<file path="config.mk">
export PLATFORM = sky130hd
export DESIGN_NAME = lcdt_frame_timing
export DESIGN_NICKNAME = d
export VERILOG_FILES = /design/src/rtl/lcdt_frame_timing.v
export VERILOG_INCLUDE_DIRS = /design/src /design/src/pkg
export SDC_FILE = /design/constraint.sdc
export NUM_CORES = 1
export LEC_CHECK = 0
export BUFFER_PORTS_ARGS = -buffer_cell sky130_fd_sc_hd__clkbuf_2
export CORE_MARGIN = 3
export CORE_UTILIZATION = 57
export DETAILED_ROUTE_END_ITERATION = 10
export PLACE_DENSITY = 0.74
export SETUP_SLACK_MARGIN = 0.4
export SYNTH_ARGS = -nofsm -noshare
export SYNTH_HDL_FRONTEND = slang
export SYNTH_SLANG_ARGS = --single-unit
</file>
<file path="constraint.sdc">
create_clock -name aclk -period 6.8 [get_ports aclk]
set_input_delay 0.34 -clock aclk [delete_from_list [all_inputs] [get_ports aclk]]
set_output_delay 0.34 -clock aclk [all_outputs]
set_load 0.02 [all_outputs]
</file>
<file path="src/pkg/lcdt_consts.vh">
// constants for the segment lcd frame timing core: register map, fields,
// drive levels, sleep mode codes, drive time settings and axi responses.
// assumes inclusion by bare name from rtl files; definitions only.
//
// Behaviour
// [RL1] prescaler: 12-bit ripple counter, then 1-8 divider
// [RL2] prescale select picks divide 16 up to 4096
// [RL3] fine divide select divides further by 1-8
// [RL4] frame and common timing run off divider output
// [RL5] memory bit one energizes segment, zero not
// [RL6] frame starts addressing common zero, group zero data
// [RL7] then common one with next five registers
// [RL8] continue until all duty commons are addressed
// [RL9] display memory latched before each new frame
// [RL10] off segments in phase, on segments opposite
// [RL11] half bias one middle level, third two
// [RL12] outputs inhibited until supply target reached
// [RL13] drive time field limits buffers, then tri-state
// [RL14] low power waveform: latch and flag every second frame
// [RL15] synchronous clock runs in idle and power-save
// [RL16] async clock with rc runs idle, adc, power-save
// [RL17] external clock enable takes pin clock, not crystal
// [RL18] software disables lcd before deep sleep, sync clock
// [RL19] blanking after frame end grounds all pins
// [RL20] software blanks before disabling the controller
// [RL21] port mask releases unused segment pins
// [RL22] unused common pins return to port function
// [RL23] frame start flag set at latch, write one clears
// [RL24] clock source select one takes timer oscillator pin; code takes xtal_osc_clk unless extck is set
// [RL25] low power waveform change waits for next frame
`ifndef LCDT_CONSTS_VH
`define LCDT_CONSTS_VH

// register byte addresses
`define LCDT_ADDR_CTRL      8'h00
`define LCDT_ADDR_FRAME     8'h04
`define LCDT_ADDR_MASK      8'h08
`define LCDT_ADDR_STAT      8'h0c
`define LCDT_ADDR_DM_BASE   8'h40
`define LCDT_ADDR_DM_LAST   8'h8c

// control register bits
`define LCDT_CTRL_EN        0
`define LCDT_CTRL_LPW       1
`define LCDT_CTRL_BLANK     2
`define LCDT_CTRL_FLAG      3
`define LCDT_CTRL_CSRC      4
`define LCDT_CTRL_EXTCK     5
`define LCDT_CTRL_DUTY      9:8
`define LCDT_CTRL_BIAS3     10
`define LCDT_CTRL_RC        11
`define LCDT_CTRL_WMASK     32'h00000f37

// frame register fields
`define LCDT_FR_PS          2:0
`define LCDT_FR_CD          6:4
`define LCDT_FR_DT          10:8
`define LCDT_FR_WMASK       32'h00000777
`define LCDT_MASK_WMASK     32'h01ffffff

// geometry
`define LCDT_NSEG           25
`define LCDT_NCOM           4
`define LCDT_NDM            20
`define LCDT_DM_PER_COM     5

// drive levels, in steps of the bias fraction of the supply
`define LCDT_LVL_GND        2'h0
`define LCDT_LVL_LO         2'h1
`define LCDT_LVL_HI         2'h2
`define LCDT_LVL_TOP        2'h3

// drive time: (select + 1) << shift source ticks, select 7 = whole step
`define LCDT_DT_SHIFT       4
`define LCDT_DT_FULL        3'h7
`define LCDT_DT_MAX         8'hff

// sleep modes seen on sys_sleep_mode
`define LCDT_SLP_ACTIVE     3'h0
`define LCDT_SLP_IDLE       3'h1
`define LCDT_SLP_ADCNR      3'h2
`define LCDT_SLP_PSAVE      3'h3

// axi responses
`define LCDT_RESP_OKAY      2'h0
`define LCDT_RESP_SLVERR    2'h2

`endif

</file>
<file path="src/rtl/lcdt_frame_timing.v">
// segment lcd frame timing core: prescaler, common scan, level coding,
// drive-time gating, blanking, port masking, axi4-lite register slave.
// assumes one clock aclk; pin inputs are asynchronous and synced here;
// levels are coded for an analog switch matrix outside this block.
//
// Implementation choices: the register offsets and register access over AXI4-Lite.
`timescale 1ns/10ps
`default_nettype none
`include "lcdt_consts.vh"

module lcdt_frame_timing (
	input  wire        aclk,
	input  wire        aresetn,
	input  wire [7:0]  s_axi_awaddr,
	input  wire        s_axi_awvalid,
	output reg         s_axi_awready,
	input  wire [31:0] s_axi_wdata,
	input  wire [3:0]  s_axi_wstrb,
	input  wire        s_axi_wvalid,
	output reg         s_axi_wready,
	output reg  [1:0]  s_axi_bresp,
	output reg         s_axi_bvalid,
	input  wire        s_axi_bready,
	input  wire [7:0]  s_axi_araddr,
	input  wire        s_axi_arvalid,
	output reg         s_axi_arready,
	output reg  [31:0] s_axi_rdata,
	output reg  [1:0]  s_axi_rresp,
	output reg         s_axi_rvalid,
	input  wire        s_axi_rready,
	input  wire        timer_osc_pin,
	input  wire        xtal_osc_clk,
	input  wire        vlcd_target_reached,
	input  wire [2:0]  sys_sleep_mode,
	output reg  [7:0]  com_level,
	output reg  [3:0]  com_oe,
	output reg  [3:0]  com_port_sel,
	output reg  [49:0] seg_level,
	output reg  [24:0] seg_oe,
	output reg  [24:0] seg_port_sel
);

	// software state
	reg  [31:0] ctrl_r;
	reg  [31:0] frame_r;
	reg  [31:0] mask_r;
	reg  [7:0]  dm_r [0:`LCDT_NDM-1];
	reg         flag_r;

	// bus state
	reg         aw_have_r;
	reg         w_have_r;
	reg  [7:0]  aw_addr_r;
	reg  [31:0] w_data_r;
	reg  [3:0]  w_strb_r;

	// synchronisers: three flops, change taken once stages two and three agree
	reg  [2:0]  sync_pin_r;
	reg  [2:0]  sync_xtal_r;
	reg  [2:0]  sync_vlcd_r;
	reg         pin_lvl_r;
	reg         xtal_lvl_r;
	reg         vlcd_ok_r;

	// timing state
	reg  [11:0] ripple_r;
	reg  [2:0]  fine_r;
	reg  [2:0]  step_r;
	reg         first_r;
	reg         parity_r;
	reg         lp_act_r;
	reg         blank_act_r;
	reg  [7:0]  dt_cnt_r;
	reg  [99:0] lat_r;

	// software fields
	wire        en       = ctrl_r[`LCDT_CTRL_EN];
	wire        csrc     = ctrl_r[`LCDT_CTRL_CSRC];
	wire        extck    = ctrl_r[`LCDT_CTRL_EXTCK];
	wire [1:0]  duty     = ctrl_r[`LCDT_CTRL_DUTY];
	wire        bias3    = ctrl_r[`LCDT_CTRL_BIAS3];
	wire        sys_rc   = ctrl_r[`LCDT_CTRL_RC];
	wire [2:0]  ps_sel   = frame_r[`LCDT_FR_PS];
	wire [2:0]  cd_sel   = frame_r[`LCDT_FR_CD];
	wire [2:0]  dt_sel   = frame_r[`LCDT_FR_DT];

	// source tick: aclk itself, or a rising edge of the chosen pin clock
	wire        pin_sel  = extck ? pin_lvl_r : xtal_lvl_r; // RL17
	wire        pin_new  = extck ? sync_pin_r[1] : sync_xtal_r[1];
	wire        pin_agr  = extck ? (sync_pin_r[1] == sync_pin_r[2])
	                             : (sync_xtal_r[1] == sync_xtal_r[2]);
	wire        pin_rise = pin_agr & pin_new & ~pin_sel;
	wire        src_tick = csrc ? pin_rise : 1'b1; // RL24

	// sleep modes in which the controller keeps running
	reg         sleep_ok;
	always @* begin
		case (sys_sleep_mode)
			`LCDT_SLP_ACTIVE: sleep_ok = 1'b1;
			`LCDT_SLP_IDLE:   sleep_ok = 1'b1; // RL15
			`LCDT_SLP_PSAVE:  sleep_ok = 1'b1; // RL15
			`LCDT_SLP_ADCNR:  sleep_ok = csrc & sys_rc; // RL16
			default:          sleep_ok = 1'b0;
		endcase
	end
	wire        run = en & sleep_ok;

	// prescaler tap: all low bits of the ripple counter at one
	reg  [11:0] ps_mask;
	always @* begin
		case (ps_sel)
			3'h0:    ps_mask = 12'h00f;
			3'h1:    ps_mask = 12'h03f;
			3'h2:    ps_mask = 12'h07f;
			3'h3:    ps_mask = 12'h0ff;
			3'h4:    ps_mask = 12'h1ff;
			3'h5:    ps_mask = 12'h3ff;
			3'h6:    ps_mask = 12'h7ff;
			default: ps_mask = 12'hfff;
		endcase
	end
	wire        ps_tick  = src_tick & ((ripple_r & ps_mask) == ps_mask); // RL2
	wire        lcd_tick = ps_tick & (fine_r == cd_sel); // RL3 RL4

	// common scan: default waveform uses two steps per common
	wire        lp_nxt_frame = ctrl_r[`LCDT_CTRL_LPW];
	wire [2:0]  last_step = lp_act_r ? {1'b0, duty} : {duty, 1'b1}; // RL8
	wire        frame_end = lcd_tick & ((step_r == last_step) | first_r);
	wire        latch_now = frame_end & (~lp_act_r | parity_r | first_r); // RL14
	wire [1:0]  com_idx  = lp_act_r ? step_r[1:0] : step_r[2:1];
	wire        pol      = lp_act_r ? parity_r : step_r[0];

	// drive time window measured from each step start
	wire [7:0]  dt_limit = {4'h0, ({1'b0, dt_sel} + 4'h1)} << `LCDT_DT_SHIFT;
	wire        drive_on = (dt_sel == `LCDT_DT_FULL) | (dt_cnt_r < dt_limit);

	// per-common view of display memory: first four of its five bytes, 25 bits used
	wire [99:0] dm_view;
	genvar gc;
	generate
		for (gc = 0; gc < `LCDT_NCOM; gc = gc + 1) begin : g_com_view
			assign dm_view[gc*25 +: 25] = {dm_r[gc*`LCDT_DM_PER_COM+3][0],
			                               dm_r[gc*`LCDT_DM_PER_COM+2],
			                               dm_r[gc*`LCDT_DM_PER_COM+1],
			                               dm_r[gc*`LCDT_DM_PER_COM]};
		end
	endgenerate

	// data of the addressed common
	reg  [24:0] cur_seg;
	always @* begin
		case (com_idx)
			2'h0:    cur_seg = lat_r[24:0]; // RL6
			2'h1:    cur_seg = lat_r[49:25]; // RL7
			2'h2:    cur_seg = lat_r[74:50];
			default: cur_seg = lat_r[99:75];
		endcase
	end

	// level coding; outputs settle to ground when not running, and to port when en is clear
	wire        live      = run & vlcd_ok_r & ~first_r; // RL12
	wire [1:0]  lvl_on    = pol ? `LCDT_LVL_TOP : `LCDT_LVL_GND;
	wire [1:0]  lvl_off_s = bias3 ? (pol ? `LCDT_LVL_LO : `LCDT_LVL_HI)
	                              : (pol ? `LCDT_LVL_GND : `LCDT_LVL_TOP);
	wire [1:0]  lvl_com_a = pol ? `LCDT_LVL_GND : `LCDT_LVL_TOP;
	wire [1:0]  lvl_com_n = (bias3 & pol) ? `LCDT_LVL_HI : `LCDT_LVL_LO;
	wire [49:0] seg_lvl_nxt;
	wire [24:0] seg_oe_nxt;
	wire [24:0] seg_port_nxt;
	wire [7:0]  com_lvl_nxt;
	wire [3:0]  com_oe_nxt;
	wire [3:0]  com_port_nxt;

	genvar gs;
	generate
		for (gs = 0; gs < `LCDT_NSEG; gs = gs + 1) begin : g_seg
			// on segment opposite the addressed common, off in phase
			assign seg_lvl_nxt[gs*2 +: 2] =
				(~live | blank_act_r) ? `LCDT_LVL_GND :
				(cur_seg[gs] ? lvl_on : lvl_off_s); // RL5 RL10 RL11 RL19
			assign seg_oe_nxt[gs] = live & ~mask_r[gs] &
			                        (blank_act_r | drive_on); // RL13
			assign seg_port_nxt[gs] = ~en | mask_r[gs]; // RL21
		end
		for (gc = 0; gc < `LCDT_NCOM; gc = gc + 1) begin : g_com
			// unused commons fall back to port pins
			assign com_port_nxt[gc] = ~en | (gc > duty); // RL22
			assign com_lvl_nxt[gc*2 +: 2] =
				(~live | blank_act_r) ? `LCDT_LVL_GND :
				(com_idx == gc) ? lvl_com_a : lvl_com_n; // RL6 RL11 RL19
			assign com_oe_nxt[gc] = live & (gc <= duty) &
			                        (blank_act_r | drive_on); // RL13
		end
	endgenerate

	// byte-lane merge for a register write
	function [31:0] merge;
		input [31:0] old;
		input [31:0] data;
		input [3:0]  strb;
		integer      k;
		begin
			merge = old;
			for (k = 0; k < 4; k = k + 1) begin
				if (strb[k]) begin
					merge[k*8 +: 8] = data[k*8 +: 8];
				end
			end
		end
	endfunction

	// write decode happens once both address and data are held
	wire        do_write = aw_have_r & w_have_r & ~s_axi_bvalid;
	wire        wr_dm    = (aw_addr_r[7:2] >= `LCDT_ADDR_DM_BASE >> 2) &
	                       (aw_addr_r[7:2] <= `LCDT_ADDR_DM_LAST >> 2);
	wire [7:0]  wr_dm_off = (aw_addr_r - `LCDT_ADDR_DM_BASE) >> 2;
	wire        wr_ctrl  = aw_addr_r[7:2] == (`LCDT_ADDR_CTRL >> 2);
	wire        wr_frame = aw_addr_r[7:2] == (`LCDT_ADDR_FRAME >> 2);
	wire        wr_mask  = aw_addr_r[7:2] == (`LCDT_ADDR_MASK >> 2);
	wire        wr_ok    = wr_dm | wr_ctrl | wr_frame | wr_mask |
	                       (aw_addr_r[7:2] == (`LCDT_ADDR_STAT >> 2));
	wire        clr_flag = do_write & wr_ctrl & w_strb_r[0] &
	                       w_data_r[`LCDT_CTRL_FLAG];

	// read decode
	wire        rd_go    = s_axi_arvalid & s_axi_arready;
	wire [7:0]  rd_dm_off = (s_axi_araddr - `LCDT_ADDR_DM_BASE) >> 2;
	wire        rd_dm    = (s_axi_araddr[7:2] >= `LCDT_ADDR_DM_BASE >> 2) &
	                       (s_axi_araddr[7:2] <= `LCDT_ADDR_DM_LAST >> 2);
	reg  [31:0] rd_data;
	reg         rd_ok;
	always @* begin
		rd_ok = 1'b1;
		rd_data = 32'h00000000;
		if (rd_dm) begin
			rd_data = {24'h000000, dm_r[rd_dm_off[4:0]]};
		end else begin
			case (s_axi_araddr[7:2])
				`LCDT_ADDR_CTRL >> 2:
					rd_data = (ctrl_r & `LCDT_CTRL_WMASK) |
					          ({31'h00000000, flag_r} << `LCDT_CTRL_FLAG);
				`LCDT_ADDR_FRAME >> 2: rd_data = frame_r;
				`LCDT_ADDR_MASK >> 2:  rd_data = mask_r;
				`LCDT_ADDR_STAT >> 2:
					rd_data = {24'h000000, run, parity_r, com_idx,
					           first_r, lp_act_r, blank_act_r, vlcd_ok_r};
				default: rd_ok = 1'b0;
			endcase
		end
	end

	// axi4-lite slave handshakes; one write and one read in flight
	always @(posedge aclk) begin
		if (!aresetn) begin
			aw_have_r     <= 1'b0;
			w_have_r      <= 1'b0;
			aw_addr_r     <= 8'h00;
			w_data_r      <= 32'h00000000;
			w_strb_r      <= 4'h0;
			s_axi_awready <= 1'b0;
			s_axi_wready  <= 1'b0;
			s_axi_bvalid  <= 1'b0;
			s_axi_bresp   <= `LCDT_RESP_OKAY;
			s_axi_arready <= 1'b0;
			s_axi_rvalid  <= 1'b0;
			s_axi_rdata   <= 32'h00000000;
			s_axi_rresp   <= `LCDT_RESP_OKAY;
		end else begin
			if (s_axi_awvalid & s_axi_awready) begin
				aw_have_r <= 1'b1;
				aw_addr_r <= s_axi_awaddr;
			end else if (do_write) begin
				aw_have_r <= 1'b0;
			end
			if (s_axi_wvalid & s_axi_wready) begin
				w_have_r <= 1'b1;
				w_data_r <= s_axi_wdata;
				w_strb_r <= s_axi_wstrb;
			end else if (do_write) begin
				w_have_r <= 1'b0;
			end
			// ready drops the cycle after a take, so each is taken once
			s_axi_awready <= ~aw_have_r & ~(s_axi_awvalid & s_axi_awready) &
			                 ~s_axi_bvalid;
			s_axi_wready  <= ~w_have_r & ~(s_axi_wvalid & s_axi_wready) &
			                 ~s_axi_bvalid;
			if (do_write) begin
				s_axi_bvalid <= 1'b1;
				s_axi_bresp  <= wr_ok ? `LCDT_RESP_OKAY : `LCDT_RESP_SLVERR;
			end else if (s_axi_bready) begin
				s_axi_bvalid <= 1'b0;
			end
			s_axi_arready <= ~rd_go & ~s_axi_rvalid;
			if (rd_go) begin
				s_axi_rvalid <= 1'b1;
				s_axi_rdata  <= rd_data;
				s_axi_rresp  <= rd_ok ? `LCDT_RESP_OKAY : `LCDT_RESP_SLVERR;
			end else if (s_axi_rready) begin
				s_axi_rvalid <= 1'b0;
			end
		end
	end

	// software registers; the flag bit is never stored through ctrl_r
	integer i;
	always @(posedge aclk) begin
		if (!aresetn) begin
			ctrl_r  <= 32'h00000000;
			frame_r <= 32'h00000000;
			mask_r  <= 32'h00000000;
			for (i = 0; i < `LCDT_NDM; i = i + 1) begin
				dm_r[i] <= 8'h00;
			end
		end else if (do_write) begin
			if (wr_ctrl) begin
				ctrl_r <= merge(ctrl_r, w_data_r, w_strb_r) &
				          `LCDT_CTRL_WMASK;
			end
			if (wr_frame) begin
				frame_r <= merge(frame_r, w_data_r, w_strb_r) &
				           `LCDT_FR_WMASK;
			end
			if (wr_mask) begin
				mask_r <= merge(mask_r, w_data_r, w_strb_r) &
				          `LCDT_MASK_WMASK;
			end
			if (wr_dm & w_strb_r[0]) begin
				dm_r[wr_dm_off[4:0]] <= w_data_r[7:0];
			end
		end
	end

	// frame start flag: a set in the clearing cycle wins
	always @(posedge aclk) begin
		if (!aresetn) begin
			flag_r <= 1'b0;
		end else if (latch_now & run) begin
			flag_r <= 1'b1; // RL23 RL14
		end else if (clr_flag) begin
			flag_r <= 1'b0; // RL23
		end
	end

	// pin synchronisers
	always @(posedge aclk) begin
		if (!aresetn) begin
			sync_pin_r  <= 3'h0;
			sync_xtal_r <= 3'h0;
			sync_vlcd_r <= 3'h0;
			pin_lvl_r   <= 1'b0;
			xtal_lvl_r  <= 1'b0;
			vlcd_ok_r   <= 1'b0;
		end else begin
			sync_pin_r  <= {sync_pin_r[1:0], timer_osc_pin};
			sync_xtal_r <= {sync_xtal_r[1:0], xtal_osc_clk};
			sync_vlcd_r <= {sync_vlcd_r[1:0], vlcd_target_reached};
			if (sync_pin_r[1] == sync_pin_r[2]) begin
				pin_lvl_r <= sync_pin_r[1];
			end
			if (sync_xtal_r[1] == sync_xtal_r[2]) begin
				xtal_lvl_r <= sync_xtal_r[1];
			end
			if (sync_vlcd_r[1] == sync_vlcd_r[2]) begin
				vlcd_ok_r <= sync_vlcd_r[1]; // RL12
			end
		end
	end

	// prescaler, fine divider and common scan
	always @(posedge aclk) begin
		if (!aresetn || !run) begin
			ripple_r    <= 12'h000;
			fine_r      <= 3'h0;
			step_r      <= 3'h0;
			first_r     <= 1'b1;
			parity_r    <= 1'b0;
			lp_act_r    <= 1'b0;
			blank_act_r <= 1'b0;
			dt_cnt_r    <= 8'h00;
			lat_r       <= 100'h0;
		end else begin
			if (src_tick) begin
				ripple_r <= ripple_r + 12'h001; // RL1
				if (dt_cnt_r != `LCDT_DT_MAX) begin
					dt_cnt_r <= dt_cnt_r + 8'h01;
				end
			end
			if (ps_tick) begin
				fine_r <= (fine_r == cd_sel) ? 3'h0 : fine_r + 3'h1; // RL1
			end
			if (lcd_tick) begin
				dt_cnt_r <= 8'h00; // RL13
				step_r   <= frame_end ? 3'h0 : step_r + 3'h1; // RL8
			end
			if (frame_end) begin
				// frame boundary: blanking takes effect here, waveform only at a latching one
				first_r     <= 1'b0;
				blank_act_r <= ctrl_r[`LCDT_CTRL_BLANK]; // RL19
				if (latch_now) begin
					lat_r    <= dm_view; // RL9
					parity_r <= 1'b0;
					lp_act_r <= lp_nxt_frame; // RL25
				end else begin
					parity_r <= 1'b1; // RL14
				end
			end
		end
	end

	// pin drivers, all registered
	always @(posedge aclk) begin
		if (!aresetn) begin
			com_level    <= 8'h00;
			com_oe       <= 4'h0;
			com_port_sel <= 4'hf;
			seg_level    <= 50'h0;
			seg_oe       <= 25'h0;
			seg_port_sel <= 25'h1ffffff;
		end else begin
			com_level    <= com_lvl_nxt;
			com_oe       <= com_oe_nxt;
			com_port_sel <= com_port_nxt;
			seg_level    <= seg_lvl_nxt;
			seg_oe       <= seg_oe_nxt;
			seg_port_sel <= seg_port_nxt;
		end
	end

endmodule
`default_nettype wire

</file>
==> run_results.csv <==
group,metric,value,unit
outcome,status,"finished, final reports clean",
sta,setup_tns,0,ps
drt,vias,16600,
pwr,leakagePower,9.86,nW
worst_setup_path,cp.required,7320,ps
pwr,clkPwrFrac,44.7,%
cts,clockBufferDepth,3,
final_layout,regArea,13000,sq um
cts,cts_tree,"built",
cts,clock-sinks,555,
pwr,powerDensity,258,nW/um^2
final_layout,drive_gt1_share,18.8,%
synthesis,yosys_register_bits,555,
cts,cts.clk_slew.worst_paths,70,ps
sta,fin_hold_ws,23.0,ps
worst_setup_path,crit_type,"register to register",
pwr,p_switching,0.00148,W
worst_setup_path,r2r_cells,6,
worst_setup_path,worstSetupEndpoint,"lat_r[77]",
worst_setup_path,setup.worst_path.start,"ctrl_r[4]",
global_routing,globalRoute.totalOverflow,0,
pwr,peakVddDrop,244,uV
drt,dr.pass1.iters,5,
synthesis,syn_area,23100,sq um
global_routing,grt_pass1_wl,93.1,mm
global_routing,grt_antenna_before_repair,5,
sta,finClkSkew,19.6,ps
final_layout,layout.cells.non_filler,2856,
placed_design,portBuffers,201,
worst_setup_path,timing.rr.end,"lat_r[77]",
sta,fin_crit_sh,47.6,%
global_routing,grt_pass1_vias,16200,
die,initial_core_util,57.9,%
sta,min_period,3240,ps
worst_setup_path,crit_fanout,98,
die,dieArea,42900,sq um
synthesis,ys_warn_count,0,
sta,fmax,309,MHz
sta,rsz0062_at_grt,"false",
drt,ant_nets,0,
worst_setup_path,timing.rr.start,"ctrl_r[4]",
drt,drt_iter0_drc,1606,
die,core-area,39800,sq um
drt,viasPerCell,5.83,
sta,maxSlewHeadroom,9.34,%
synthesis,synth_edf_count,184,
cts,cts_setup_buffers,0,
global_routing,grt_max_degree,103,
sta,hold_violations,0,
worst_setup_path,r2r_setup_slack,3560,ps
worst_setup_path,arrival,3750,ps
final_layout,multi_input_area,9550,sq um
die,die_h,207,microns
synthesis,syn-instance-count,2092,
sta,setup_viol,0,
final_layout,final_util,66.8,%
drt,wl_per_cell,21.1,microns
synthesis,synth.distinct_cells,68,
cts,cts-htree-levels,2,
sta,tightest_slew,1360,ps
pwr,p_sw_share,21.6,%
synthesis,ys_seq_area_share,56.2,%
worst_setup_path,cp-end-kind,"register",
pwr,p_comb_share,3.8,%
cts,numCtsBuffers,54,
flow_run,cap_violations,0,
drt,wl,60.1,mm
die,die_width,207,microns
cts,cts_root_buf,"clkbuf_16",
final_layout,fill_cells,2963,
die,io_pins,222,
synthesis,synthFlopType,"dfxtp_1",
final_layout,final_nets,2363,
global_routing,grt_util_all_layers,27.5,%
pwr,p_seq_share,51.5,%
placed_design,numPlacedInstances,2718,
placed_design,gp_congestion,0.888,
sta,slew_violations,0,
synthesis,avgSynthCellArea,11.0,sq um
synthesis,async_flop_share,0,%
cts,clk_latency,600,ps
worst_hold_path,min_path_type,"primary input to register",
placed_design,dpl.hpwl,40.5,mm
pwr,p_int,0.00538,W
final_layout,area_growth,15.4,%
worst_setup_path,startpoint_type,"register",
drt,drc,0,
die,floorplan.rows,73,
## per-stage QoR
| stage | worst slack [ps] | total power (W) | cell area, sq um |
|---|---|---|---|
| CTS | 3610 | 0.00687 | 26600 |
| detailed placement | 3210 | 0.00384 | 24400 |
| floorplan | 4140 | 0.00374 | 23200 |
| global route | 3330 | 0.00703 | 26600 |
| finish | 3560 | 0.00686 | 26600 |
| global placement | 3270 | 0.00383 | 24400 |
## state kept, by name, summed over array words and instances, names as in the netlist, 4 cells and up
register,count
w_strb_r,4
mask_r,25
com_level,8
w_data_r,25
frame_r,9
seg_oe,25
seg_level,50
ctrl_r,9
s_axi_rdata,25
com_port_sel,4
lat_r,100
dm_r,184
dt_cnt_r,8
ripple_r,12
seg_port_sel,25
com_oe,4
aw_addr_r,6
## kinds of logic after synthesis
family / Yosys count / share of synthesized area [%]
simple gates: 864 / 18.5
flops: 555 / 56.2
compound gates: 247 / 6.59
mux: 222 / 14.0
buf+inv: 168 / 3.23
xor+xnor: 23 / 0.873
fa+ha+maj: 12 / 0.651
other cells: 1 / 0.0163
## cells in the final DEF, fill, tap and decap left out, types with 8 or more instances in the layout
cell type and count:
nor2b_1 9, nor2_2 8, clkbuf_1 13, clkbuf_2 200, clkbuf_16 59, nor2_4 10, and3_1 8, a22o_1 13
nor2_1 135, ha_1 12, nand3_1 61, buf_4 23, edfxtp_1 184, nand2b_1 39, clkbuf_8 13, and2_1 174
inv_1 9, mux4_2 80, xor2_1 18, nand4_1 13, o21ai_0 47, nand2_1 333, dfxtp_1 371, a21oi_1 117
dlygate4sd3_1 37, nor3_1 35, a211oi_1 27, mux2i_1 133, conb_1 33
## critical path, cell delays in order, from the launching register on
cell	delay, ps
dfxtp_1	510
and2_1	240
o211a_4	330
buf_4	730
buf_4	890
nand2_1	160
mux2i_1	180
## how the worst min path moves through the flow
stage,to,depth (start not counted),from
2_1_floorplan,sync_pin_r[1],1,sync_pin_r[0]
3_3_place_gp,sync_xtal_r[1],1,sync_xtal_r[0]
3_5_place_dp,sync_vlcd_r[1],1,sync_vlcd_r[0]
4_1_cts,aw_addr_r[3],3,s_axi_awaddr[3]
5_1_grt,s_axi_rdata[16],3,s_axi_arvalid
6_report,aw_addr_r[3],3,s_axi_awaddr[3]
## layout make-up
cell class                 instances  area share, %
clock buffer                      86           6.43
timing repair buffer             262           5.90
multi-input combinational       1401           35.9
sequential                       555           48.7
inverter                          12          0.169
antenna                            2         0.0188
clock inverter                    13          0.480
tap                              525           2.47
## what timing repair did
item / in CTS / in global routing
hold endpoints to repair: 37 / 0
resized for setup: 0 / 0
hold buffers: 37 / 0
## synth_stat cells (5+ instances only)
cell type,n,area (sq um)
a211oi_1,28,210
a21oi_1,117,586
a22o_1,13,114
a32o_1,7,70.1
and2_1,174,1090
and3_1,8,50.1
buf_1,7,26.3
buf_2,26,130
buf_4,22,165
clkbuf_1,101,379
dfxtp_1,371,7430
edfxtp_1,184,5530
ha_1,12,150
inv_1,9,33.8
mux2_2,7,78.8
mux2i_1,135,1350
mux4_2,80,1800
nand2_1,333,1250
nand2b_1,39,244
nand3_1,61,305
nand4_1,13,81.3
nand4b_1,7,61.3
nor2_1,135,507
nor2_2,8,50.1
nor2_4,10,113
nor2b_1,9,56.3
nor3_1,35,175
o211ai_1,6,45.0
o21ai_0,48,240
xnor2_1,5,43.8
xor2_1,18,158
## routing by layer
layer / share of wire, % / global-route usage, % / routed length, microns / vias to the layer above
li1: - / - / - / 7671
met1: 41 / 37.7 / 24400 / 8100
met2: 47 / 43.9 / 28200 / 751
met3: 9.3 / 6.10 / 5610 / 120
met4: 3.1 / 8.92 / 1860 / 6
met5: 0.078 / 0 / 47 / -
## power by group through the flow
stage | sequential [W] | combinational [W] | clock [W]
after floorplan | 0.00358 | 0.000163 | 0
after global placement | 0.00360 | 0.000236 | 0
after detailed placement | 0.00360 | 0.000239 | 0
after CTS | 0.00353 | 0.000258 | 0.00309
after global routing | 0.00353 | 0.000279 | 0.00321
final | 0.00353 | 0.000261 | 0.00307
Note: power is estimated with default switching activity, not from simulation.
